**config.mk**
```make
export PLATFORM = sky130hd
export DESIGN_NAME = system_power_mode_controller
export DESIGN_NICKNAME = d
export VERILOG_FILES = /design/src/core/power_mode_pkg.sv /design/src/core/system_power_mode_controller.sv
export SDC_FILE = /design/constraint.sdc
export NUM_CORES = 1
export LEC_CHECK = 0
export BUFFER_PORTS_ARGS = -buffer_cell sky130_fd_sc_hd__buf_2
export CAP_MARGIN = 5
export CORE_MARGIN = 2
export CORE_UTILIZATION = 50
export DETAILED_ROUTE_END_ITERATION = 6
export PLACE_DENSITY = 0.69
export SETUP_SLACK_MARGIN = 0.2
export SYNTH_ARGS = -nofsm -noshare
export SYNTH_HDL_FRONTEND = slang
export SYNTH_SLANG_ARGS = --single-unit
export TNS_END_PERCENT = 30
```
**constraint.sdc**
```tcl
create_clock -name REF_CLK -period 3.6 [get_ports REF_CLK]
set_input_delay 0.72 -clock REF_CLK [delete_from_list [all_inputs] [get_ports REF_CLK]]
set_output_delay 0.72 -clock REF_CLK [all_outputs]
set_load 0.05 [all_outputs]
```
**src/core/power_mode_pkg.sv**
```systemverilog
// Constants and types for the power mode controller
package power_mode_pkg;

  // ---------------------------------------------------------------
  // Register map (word offsets are byte addresses)
  // ---------------------------------------------------------------
  localparam logic [7:0] MODE_CTRL_OFS = 8'h00;
  localparam logic [7:0] WAKE_CFG_OFS = 8'h04;
  localparam logic [7:0] WAKE_FLAG_OFS = 8'h08;
  localparam logic [7:0] CYC_CFG_OFS = 8'h0C;
  localparam logic [7:0] STATUS_OFS = 8'h10;
  localparam logic [7:0] FAIL_OFS = 8'h14;
  localparam logic [7:0] RETAIN0_OFS = 8'h18;
  localparam logic [7:0] RETAIN1_OFS = 8'h1C;

  // Mode control bits
  localparam int MODE_STOP_BIT = 0;
  localparam int MODE_SLEEP_BIT = 1;
  localparam int MODE_SLOW_BIT = 2;
  localparam int MODE_CYC_BIT = 3;

  // Wake configuration fields
  localparam int WCFG_LIN_BIT = 0;
  localparam int WCFG_MON_BIT = 1;
  localparam int WCFG_EDGE_POS = 2; // 2 bits
  localparam int WCFG_GPIO_POS = 8; // GPIO enables
  localparam logic [31:0] WAKE_CFG_RESET = 32'h0000_000E; // mon, both

  // Monitor edge selections
  localparam logic [1:0] EDGE_RISE = 2'h1;
  localparam logic [1:0] EDGE_FALL = 2'h2;
  localparam logic [1:0] EDGE_BOTH = 2'h3;

  // Wake flag positions
  localparam int WFLAG_LIN_BIT = 0;
  localparam int WFLAG_MON_BIT = 1;
  localparam int WFLAG_CYC_BIT = 2;
  localparam int WFLAG_GPIO_POS = 8;

  // Cyclic period: milliseconds, largest setting after power-on
  localparam logic [15:0] CYC_MS_MAX = 16'hFFFF;
  localparam int FAILSAFE_WAKE_MS = 1000;
  localparam logic [15:0] FAILSAFE_MS = 16'(FAILSAFE_WAKE_MS);
  localparam int CLK_MHZ = 100;
  localparam int MS_CYCLES = CLK_MHZ * 1000;
  localparam int FAIL_LIMIT = 5;

  typedef enum logic [2:0] {
    M_RESET, M_ACTIVE, M_STOP, M_SLEEP
  } mode_t;

  // Supply and clock controls driven out
  typedef struct packed {
    logic supplies_on;
    logic hold_init;
    logic mcu_supply_on;
    logic mcu_supply_low;
    logic pll_on;
    logic slow_clock;
    logic regulator_on;
    logic measure_on;
    logic lin_keep;
  } power_ctl_t;

endpackage

```
**src/core/system_power_mode_controller.sv**
```systemverilog
// Power mode sequencer with wake latching and fail-safe sleep
//
// Implementation choices: strobed register access and the placing of the registers.
`timescale 1ns/1ps
module system_power_mode_controller #(
  parameter int GPIO_N = 4,
  parameter int MS_CYC = power_mode_pkg::MS_CYCLES
) (
  // Clock and reset
  input wire logic REF_CLK,
  input wire logic RESET_N,
  input wire logic POR_N,
  // Register port
  input wire logic [7:0] ADDR,
  input wire logic [31:0] WDATA,
  input wire logic WR,
  input wire logic RD,
  output logic [31:0] RDATA,
  // Status pins from supplies and watchdog
  input wire logic CORE_SUPPLY_RAIL_OK,
  input wire logic PRIMARY_WINDOW_WATCHDOG_FAIL,
  input wire logic SUPPLY_FAIL,
  // Wake sources
  input wire logic LIN_WAKE,
  input wire logic HIGH_VOLTAGE_MONITOR_INPUT,
  input wire logic [GPIO_N-1:0] GPIO_WAKE,
  // Power controls
  output power_mode_pkg::power_ctl_t POWER_CTL,
  output power_mode_pkg::mode_t MODE
);
  import power_mode_pkg::*;

  // ---------------------------------------------------------------
  // Input synchronisers
  // ---------------------------------------------------------------
  // Every status and wake pin is asynchronous to the reference clock. Two stages
  // per pin keep metastability away from the decoding logic.
  localparam int SN = GPIO_N + 5;
  // Two stages per pin; only the second stage feeds logic
  logic [SN-1:0] s1;
  logic [SN-1:0] s2;
  // Monitor level one cycle back, for edge detection
  logic mon_prev;

  always_ff @(posedge REF_CLK) begin
    s1 <= {GPIO_WAKE, HIGH_VOLTAGE_MONITOR_INPUT, LIN_WAKE,
           CORE_SUPPLY_RAIL_OK, PRIMARY_WINDOW_WATCHDOG_FAIL, SUPPLY_FAIL};
    s2 <= s1;
    mon_prev <= s2[4];
  end

  // Synchronised copies, named by what they carry
  logic sup_fail;
  logic wdt_fail;
  logic rail_ok;
  logic lin_s;
  logic mon_s;
  logic [GPIO_N-1:0] gpio_s;
  assign sup_fail = s2[0];
  assign wdt_fail = s2[1];
  assign rail_ok = s2[2];
  assign lin_s = s2[3];
  assign mon_s = s2[4];
  assign gpio_s = s2[SN-1:5];

  // Failure edges, so a held fault counts once
  logic wdt_prev;
  logic sup_prev;
  always_ff @(posedge REF_CLK) begin
    wdt_prev <= wdt_fail;
    sup_prev <= sup_fail;
  end

  // A fault that stays high is one failure, not one per cycle
  logic wdt_ev;
  logic sup_ev;
  assign wdt_ev = wdt_fail & ~wdt_prev;
  assign sup_ev = sup_fail & ~sup_prev;

  // ---------------------------------------------------------------
  // Registers
  // ---------------------------------------------------------------
  // Wake, cyclic and retained settings follow only power-on reset,
  // so a system reset after a wake does not undo software setup.
  mode_t mode;
  logic [3:0] mode_ctrl;
  logic [31:0] wake_cfg;
  logic [15:0] cyc_ms;
  logic [31:0] retain0;
  logic [31:0] retain1;
  // Consecutive failure counts and the fail-safe entry strobe
  logic [2:0] wdt_cnt;
  logic [2:0] sup_cnt;
  logic failsafe_go;
  logic failsafe;
  logic [31:0] wake_flag;
  logic cyc_on;

  function automatic logic hit(input logic [7:0] ofs);
    return WR && ADDR == ofs;
  endfunction

  // Mode request bits; stop and sleep are consumed when the transition starts, slow and cyclic are kept
  always_ff @(posedge REF_CLK) begin
    if (!RESET_N) begin
      mode_ctrl <= 4'h0;
    end else if (hit(MODE_CTRL_OFS)) begin
      mode_ctrl <= WDATA[3:0];
    end else if (mode == M_ACTIVE &&
                 (mode_ctrl[MODE_STOP_BIT] | mode_ctrl[MODE_SLEEP_BIT])) begin
      mode_ctrl <= {mode_ctrl[3:2], 2'h0};
    end
  end

  // Wake and cyclic configuration; defaults only on power-on reset
  always_ff @(posedge REF_CLK) begin
    if (!POR_N) begin
      wake_cfg <= WAKE_CFG_RESET;
      cyc_ms <= CYC_MS_MAX;
      cyc_on <= 1'b1;
    end else if (failsafe_go) begin
      wake_cfg[WCFG_MON_BIT] <= 1'b1;
      cyc_ms <= FAILSAFE_MS;
      cyc_on <= 1'b1;
    end else begin
      // Software owns the settings between fail-safe entries
      if (hit(WAKE_CFG_OFS)) begin
        wake_cfg <= WDATA;
      end
      if (hit(CYC_CFG_OFS)) begin
        cyc_ms <= WDATA[15:0];
        cyc_on <= WDATA[16];
      end
    end
  end

  // Retained registers survive sleep; only power-on clears them
  always_ff @(posedge REF_CLK) begin
    if (!POR_N) begin
      retain0 <= 32'h0;
      retain1 <= 32'h0;
    end else begin
      if (hit(RETAIN0_OFS)) begin
        retain0 <= WDATA;
      end
      if (hit(RETAIN1_OFS)) begin
        retain1 <= WDATA;
      end
    end
  end

  // ---------------------------------------------------------------
  // Consecutive failure counting
  // ---------------------------------------------------------------
  // Only reset and active can be forced; in a low-power mode the
  // watchdog is not running, and a fault there still counts but cannot force sleep
  assign failsafe_go = (mode == M_RESET || mode == M_ACTIVE) &&
    ((wdt_ev && wdt_cnt == 3'(FAIL_LIMIT - 1)) ||
     (sup_ev && sup_cnt == 3'(FAIL_LIMIT - 1)));

  always_ff @(posedge REF_CLK) begin
    if (!POR_N) begin
      wdt_cnt <= 3'h0;
      sup_cnt <= 3'h0;
    end else if (failsafe_go || (mode == M_RESET && rail_ok)) begin
      wdt_cnt <= 3'h0;
      sup_cnt <= 3'h0;
    end else begin
      if (wdt_ev) begin
        wdt_cnt <= wdt_cnt + 3'h1;
      end
      if (sup_ev) begin
        sup_cnt <= sup_cnt + 3'h1;
      end
    end
  end

  // Reached active normally only when no failure is pending this cycle
  // Entry wins over the clear, so a forced sleep is never lost
  always_ff @(posedge REF_CLK) begin
    if (!POR_N) begin
      failsafe <= 1'b0;
    end else if (failsafe_go) begin
      failsafe <= 1'b1;
    end else if (mode == M_ACTIVE) begin
      failsafe <= 1'b0;
    end
  end

  // ---------------------------------------------------------------
  // Cyclic wake timer, one millisecond tick
  // ---------------------------------------------------------------
  // The count restarts on every low-power entry, so each period is
  // measured from the moment the mode was entered.
  logic [31:0] tick_cnt;
  logic [15:0] ms_cnt;
  // Low-power flag and the period-elapsed wake
  logic low_power;
  logic cyc_wake;
  assign low_power = mode == M_STOP || mode == M_SLEEP;
  assign cyc_wake = low_power && cyc_on && ms_cnt >= cyc_ms &&
                    cyc_ms != 16'h0;
  always_ff @(posedge REF_CLK) begin
    if (!RESET_N || !low_power) begin
      tick_cnt <= 32'h0;
      ms_cnt <= 16'h0;
    end else if (tick_cnt == 32'(MS_CYC - 1)) begin
      tick_cnt <= 32'h0;
      ms_cnt <= ms_cnt + 16'h1;
    end else begin
      tick_cnt <= tick_cnt + 32'h1;
    end
  end

  // ---------------------------------------------------------------
  // Wake detection and flags
  // ---------------------------------------------------------------
  // Monitor edges, then the enabled events per source
  logic mon_rise;
  logic mon_fall;
  logic mon_ev;
  logic lin_ev;
  logic [GPIO_N-1:0] gpio_ev;
  logic [1:0] edge_sel;
  assign edge_sel = wake_cfg[WCFG_EDGE_POS +: 2];
  assign mon_rise = mon_s & ~mon_prev;
  assign mon_fall = ~mon_s & mon_prev;
  assign mon_ev = wake_cfg[WCFG_MON_BIT] &&
    ((edge_sel[0] && mon_rise) || (edge_sel[1] && mon_fall));
  assign lin_ev = wake_cfg[WCFG_LIN_BIT] && lin_s;
  // GPIO wake is a stop-mode source only
  assign gpio_ev = (mode == M_STOP) ?
    (gpio_s & wake_cfg[WCFG_GPIO_POS +: GPIO_N]) : '0;

  logic [31:0] wake_set;
  always_comb begin
    wake_set = 32'h0;
    if (low_power) begin
      wake_set[WFLAG_LIN_BIT] = lin_ev;
      wake_set[WFLAG_MON_BIT] = mon_ev;
      wake_set[WFLAG_CYC_BIT] = cyc_wake;
      wake_set[WFLAG_GPIO_POS +: GPIO_N] = gpio_ev;
    end
  end

  // Write one to clear; a new event in the same cycle stays set
  always_ff @(posedge REF_CLK) begin
    if (!POR_N) begin
      wake_flag <= 32'h0;
    end else if (hit(WAKE_FLAG_OFS)) begin
      wake_flag <= (wake_flag & ~WDATA) | wake_set;
    end else begin
      // Flags hold until cleared; events after the wake has left stop or sleep do not latch
      wake_flag <= wake_flag | wake_set;
    end
  end

  // Any source alone starts the wake sequence
  logic wake_any;
  assign wake_any = |wake_set;

  // ---------------------------------------------------------------
  // Mode sequencer
  // ---------------------------------------------------------------
  // Fail-safe entry overrides any pending request. Sleep wakes
  // through reset mode so the supplies restart in order; stop
  // keeps the MCU powered and returns straight to active.
  always_ff @(posedge REF_CLK) begin
    if (!RESET_N) begin
      mode <= M_RESET;
    end else if (failsafe_go) begin
      mode <= M_SLEEP;
    end else begin
      unique case (mode)
        M_RESET: begin
          // Wait for the core rail before releasing modules
          if (rail_ok) begin
            mode <= M_ACTIVE;
          end
        end
        M_ACTIVE: begin
          // Sleep bit wins, with or without the stop bit
          if (mode_ctrl[MODE_SLEEP_BIT]) begin
            mode <= M_SLEEP;
          end else if (mode_ctrl[MODE_STOP_BIT]) begin
            mode <= M_STOP;
          end
        end
        M_STOP: begin
          // First source to fire ends the stop
          if (wake_any) begin
            mode <= M_ACTIVE;
          end
        end
        M_SLEEP: begin
          // Regulator restarts through reset mode
          if (wake_any) begin
            mode <= M_RESET;
          end
        end
        default: mode <= M_RESET;
      endcase
    end
  end

  // ---------------------------------------------------------------
  // Power controls, registered
  // ---------------------------------------------------------------
  // Every control is a flop, so the pins never glitch while the
  // sequencer moves; the price is one cycle behind the mode.
  // Reset keeps the supplies up so that modules can initialise.
  always_ff @(posedge REF_CLK) begin
    if (!RESET_N) begin
      POWER_CTL <= '0;
      POWER_CTL.supplies_on <= 1'b1;
      POWER_CTL.hold_init <= 1'b1;
      POWER_CTL.mcu_supply_on <= 1'b1;
      POWER_CTL.regulator_on <= 1'b1;
      MODE <= M_RESET;
    end else begin
      MODE <= mode;
      POWER_CTL.supplies_on <= mode != M_SLEEP;
      POWER_CTL.hold_init <= mode == M_RESET;
      POWER_CTL.mcu_supply_on <= mode != M_SLEEP;
      POWER_CTL.mcu_supply_low <= mode == M_STOP;
      POWER_CTL.pll_on <= mode == M_ACTIVE;
      POWER_CTL.regulator_on <= mode != M_SLEEP;
      POWER_CTL.measure_on <= mode == M_ACTIVE;
      POWER_CTL.slow_clock <= mode == M_ACTIVE &&
                              mode_ctrl[MODE_SLOW_BIT];
      POWER_CTL.lin_keep <= mode == M_ACTIVE;
    end
  end

  // ---------------------------------------------------------------
  // Read port, data one cycle after the strobe
  // ---------------------------------------------------------------
  // Data stand for one cycle only and are zero otherwise, so a
  // stale word can never pass for a fresh answer.
  // Unmapped offsets read as zero.
  always_ff @(posedge REF_CLK) begin
    if (!RESET_N) begin
      RDATA <= 32'h0;
    end else if (RD) begin
      unique case (ADDR)
        MODE_CTRL_OFS: RDATA <= {28'h0, mode_ctrl};
        WAKE_CFG_OFS: RDATA <= wake_cfg;
        WAKE_FLAG_OFS: RDATA <= wake_flag;
        CYC_CFG_OFS: RDATA <= {15'h0, cyc_on, cyc_ms};
        STATUS_OFS: RDATA <= {28'h0, failsafe, 3'(mode)};
        FAIL_OFS: RDATA <= {24'h0, 1'b0, sup_cnt, 1'b0, wdt_cnt};
        RETAIN0_OFS: RDATA <= retain0;
        RETAIN1_OFS: RDATA <= retain1;
        default: RDATA <= 32'h0;
      endcase
    end else begin
      RDATA <= 32'h0;
    end
  end

endmodule // system_power_mode_controller

```
# After elaboration in Yosys (flattened, before gate mapping)
# Index checks and enable logic that the tools add are counted.
# totals
reg_bits,268
in_bits,54
word_cells,133
# classes
n_addsub,4
n_lt_le_gt_ge,1
n_eq_ne,22
muxes,18
bitwise,17
n_reduce_logical,42
# ops
operator,n
32-bit one-hot mux with 8 select lines,1
32-bit by 12-bit bitwise OR with 32-bit output,2
"32-bit by 1-bit adder with 32-bit output, second input constant",1
32-bit bitwise AND,1
"32-bit by 17-bit equality test with 1-bit output, second input constant",1
"8-bit by 5-bit equality test with 1-bit output, second input constant",4
16-bit two-way mux,2
32-bit two-way mux,1
32-bit inverter,1
1-bit logical AND,19
3-bit two-way mux,6
"16-bit by 1-bit adder with 16-bit output, second input constant",1
"8-bit by 4-bit equality test with 1-bit output, second input constant",2
16-bit greater-or-equal comparator,1
16-bit nonzero test,1
4-bit two-way mux,3
"3-bit != test, second input constant",4
3-bit one-hot mux with 4 select lines,1
"8-bit by 3-bit equality test with 1-bit output, second input constant",1
8-bit zero test,1
4-bit AND reduction,2
2-bit OR reduction,4
1-bit inverter,7
7-bit OR reduction,1
17 further kinds,36

# Longest topological paths before layout
# logic_depth
depth_word,10
ltp_mapped,10
depth_no_buf,8

# Worst setup path before layout
# OpenSTA, ideal clock, no wires.
# synth_timing
path_type,input -> register
startpoint,input port ADDR[4]
endpoint,register cyc_ms[12]
arrival_ns,2.072
required_ns,3.467
slack_ns,1.395
path_stages,8
cell_sequence,buf_2 and2b_1 nand2_1 nor2_1 nand2_2 buf_2 mux2i_1 o21ai_0
# synth_via
elab_chain_len,3
# synth_rtl
item,line_no,rtl
start: declaration,system_power_mode_controller.sv:14,"input wire logic [7:0] ADDR,"
8-bit by 4-bit equality test with 1-bit output,system_power_mode_controller.sv:100,return WR && ADDR == ofs;
1-bit logical AND,system_power_mode_controller.sv:100,
2-bit nonzero test (no source line),n/a,
end signal: assignment,system_power_mode_controller.sv:131,cyc_ms <= WDATA[15:0];
end: declaration,system_power_mode_controller.sv:88,logic [15:0] cyc_ms;
# Every way passes these cells.
# A chain may end at the register's enable or synchronous reset.

# Worst setup path in the final report
# layout_timing
startpoint,register cyc_ms[15]
endpoint,register mode[0]
# layout_via
elab_chain_len,7
word_cells_on_any_way,9
cone_classes,order compare: 1; eq/ne: 2; mux: 1; reduce/logical: 5
# layout_rtl
item,line_no,rtl
16-bit greater-or-equal comparator,system_power_mode_controller.sv:201,assign cyc_wake = low_power && cyc_on && ms_cnt >= cyc_ms &&
1-bit logical AND,system_power_mode_controller.sv:201,
1-bit logical AND (*),system_power_mode_controller.sv:201,
3-bit two-way mux (*),system_power_mode_controller.sv:238,if (low_power) begin
7-bit OR reduction (*),system_power_mode_controller.sv:260,assign wake_any = |wake_set;
3-bit != test (no source line),n/a,
4-bit AND reduction (no source line) (*),n/a,
end signal: assignment,system_power_mode_controller.sv:270,mode <= M_RESET;
end signal: assignment,system_power_mode_controller.sv:272,mode <= M_SLEEP;
end signal: assignment,system_power_mode_controller.sv:278,mode <= M_ACTIVE;
end: declaration,system_power_mode_controller.sv:85,mode_t mode;
# Every way passes the cells marked *; elsewhere a longest branch is shown, timed or not.

==> results.md <==
* Pleak at 4.715 nW
* Post-synthesis register bit count at 266
* Reg-to-Reg End: mode[0]
* Layout cells sized above 1 at 0.1448
* Most common cell after layout, fill and taps aside: nand2_1
* Gate Count Post-Synth at 1224
* Critical Path RT at 4050 ps
* Slew Viols, Final at 0
* # hold bufs at CTS at 0
* Min-Delay Endpoint: s1[6]
* Worst min path class: in2reg
* PostCTS Resize Cnt at 0
* Routed wire length at 26850 um
* Rel. slew slack at 0.4991
* Syn. warnings at 0
* Final Hold Viols at 0
* Clock buffer depth at 3
* Boundary Pins at 98
* Worst path bufs/invs at 1
* Clk root buf: clkbuf_16
* Dpl ws at 762.6 ps
* Std-Cell Core Area at 0.02109 mm^2
* Synthesized area per cell at 8.777 um^2
* Post-synth top area cell: dfxtp_1
* Initial antenna violation count at 0
* CP Cell Sequence: inv_1 -> ha_1 -> nand4_1 -> nor3_1 -> or4b_1 -> a31oi_1 -> nor3_1 -> o32ai_1
* Yosys top cell area share at 0.4957
* Sequential share of the synthesized area at 0.4957
* Most frequent cells in the layout: 272 x nand2_1, 266 x dfxtp_1, 95 x buf_2, 89 x nor2_1, 76 x a21oi_1
* Worst Setup Start Kind: flop
* Hold Path Depth at 1
* PortBufs at 96
* # rows at 53
* Tmin final at 2465 ps
* CTS tree: built
* Fraction of registers with async set/reset at 0
* Crit end category: flop
* Total negative slack at 0 ps
* R2R setup slack at 1140 ps
* Post-DP HPWL at 17900 um
* GRT Util Overall at 0.2339
* Clk_lat worst skew at 540 ps
* Nets at 1381
* Wirelength per Cell at 16.77 um
* RSZ-0062 raised after global routing: false
* H-tree lvl count at 1
* Outcome: finished clean
* Ratio of final minimum period to clock period at 0.6847
* GP Congestion at 0.7836
* Remaining DRCs at 0
* Worst path max stage delay at 450 ps
* Clock transition at the registers of the reported paths at 60 ps
* Synthesized area at 0.01074 mm^2
* First-pass GRT wire length at 42710 um
* Mapped Nets at 1300
* Antenna-violating nets left at 0
* Top FF cell, synth: dfxtp_1
* Chip height at 150.6 um
* Gr ovfl total at 0
* Number of synthesized flops with an enable pin at 0
* Logic pwr share at 0.038
* Final Skew at 7.006 ps
* HP Start: GPIO_WAKE[1]
* Seq pwr share at 0.481
* NetSw at 1.356 mW
* Switching share of power at 0.2187
* Slew @ Worst Pin at 749.1 ps
* Layout area overhead at 15.92%
* Max-cap violations at 0
* F_max at 405.7 MHz
* WHS at 278.4 ps
* Worst Path Class, Setup: reg2reg
* Pint at 4.847 mW
* Most numerous cell on the critical path: nor3_1
* Power per Cell Area at 498.1 mW/mm^2
* Final WS setup at 1135 ps
* Largest net degree at the start of global routing at 55
* Antenna diodes at 0
* FILL cells at 1910
* DIE WIDTH at 150.6 um
* Die area at 0.02267 mm^2
* Crit-path slowest cell: or4b_1
* Critical path data arrival time at 2920 ps
* Drt pass-1 iters at 5
* Worst r2r path cells at 8
* Final design utilization at 0.5905
* Worst vdd ir at 0.5502 mV
* Vias in the first global route at 8238
* Worst R2R Start: cyc_ms[15]
* Post-CTS Setup Repair Bufs at 0
* Crit-path leading delay family: simple AND/OR/NAND/NOR gates
* Via density per instance at 5.558
* Library cells used by synthesis at 65
* Num CTS Buffers at 28
* Initial Util at 0.5094
* TritonCTS Sinks at 266
* Vias at 8899
* Initial DRC count at 667
* Crit-path max FO at 4
* Final setup vio count at 0
* Top cells by area, synth: dfxtp_1 50%, nand2_1 9.5%, a21oi_1 3.5%
* Clock share of power at 0.481
## worst reg2reg max path, delay by kind of cell, from the launching register on
family	cells	cell delay, ps
simple gates	4	1000
compound gates	2	550
flops	1	430
fa+ha+maj	1	320
buf+inv	1	80
## sequential cells by signal, summed over array words and instances, names as in the netlist, 3 cells and up
register	count
RDATA	32
retain0	32
retain1	32
tick_cnt	32
wake_cfg	32
wake_flag	32
cyc_ms	16
ms_cnt	16
s1	9
s2	9
POWER_CTL	5
mode_ctrl	4
sup_cnt	3
wdt_cnt	3
## routing by layer
layer / vias to the layer above / share of wire / GRT usage
li1: 4369 / - / -
met1: 4167 / 0.45 / 0.3313
met3: 50 / 0.070 / 0.03576
met4: 0 / 0.021 / 0.05748
met2: 313 / 0.45 / 0.3755
met5: - / 0 / 0
## stage by stage
step / std cells / instance area [um^2] / power, mW
after CTS: 1601 / 12450 / 6.249
after global placement: 1550 / 11480 / 3.283
after detailed placement: 1550 / 11480 / 3.284
final: 1601 / 12450 / 6.203
after global routing: 1601 / 12450 / 6.397
after floorplan: 1224 / 10740 / 3.187
## Yosys cell counts (22+ instances only)
library cell / instances
dfxtp_1: 266
ha_1: 22
a22oi_1: 48
nor2_1: 89
xor2_1: 24
clkbuf_1: 43
a21boi_1: 48
a21boi_0: 45
inv_1: 32
nand2_1: 272
a21oi_1: 76
nand3_1: 27
## cell type report
class                   count  area, um^2  share of cell area
clock buffers              38       818.3             0.06571
well taps                 275       344.1             0.02763
repair buffers            126       720.7             0.05787
flip-flops and latches    266        5325              0.4276
multi-input cells         850        4967              0.3989
clock inverters            13       153.9             0.01236
inverters                  33       123.9            0.009947
## logic make-up (layout without fill, tap and decap cells)
| logic type | count (synthesis) | in the layout | share of synthesized area |
|---|---|---|---|
| adders and majority gates | 22 | 22 | 0.02562 |
| other | 1 | 1 | 0.0003491 |
| muxes | 18 | 18 | 0.01689 |
| DFF | 266 | 266 | 0.4957 |
| buffers and inverters | 108 | 210 | 0.04309 |
| AOI/OAI and AO/OA | 280 | 280 | 0.1781 |
| and+or+nand+nor | 487 | 487 | 0.2060 |
| xor gates and xnor gates | 42 | 42 | 0.03424 |
## power by group through the flow
stage / Clock [mW] / Sequential [mW] / Combinational (mW)
after floorplan: 0 / 3.06 / 0.124
after global placement: 0 / 3.05 / 0.233
after detailed placement: 0 / 3.05 / 0.234
after CTS: 3.03 / 2.99 / 0.235
after global routing: 3.16 / 2.99 / 0.253
final: 2.98 / 2.99 / 0.236
## worst max-delay path by stage
| stage | start | slack, ps | endpoint | depth (start not counted) |
|---|---|---|---|---|
| after floorplan | ADDR[4] | 1390 | cyc_ms[12] | 8 |
| after global placement | ADDR[7] | 880 | retain1[10] | 8 |
| after detailed placement | ADDR[7] | 760 | retain1[8] | 8 |
| after CTS | cyc_ms[15] | 1160 | mode[0] | 8 |
| after global routing | wdt_cnt[0] | 1030 | cyc_ms[6] | 7 |
| final | cyc_ms[15] | 1140 | mode[0] | 8 |
No activity file was read; power rests on OpenSTA's default activity.
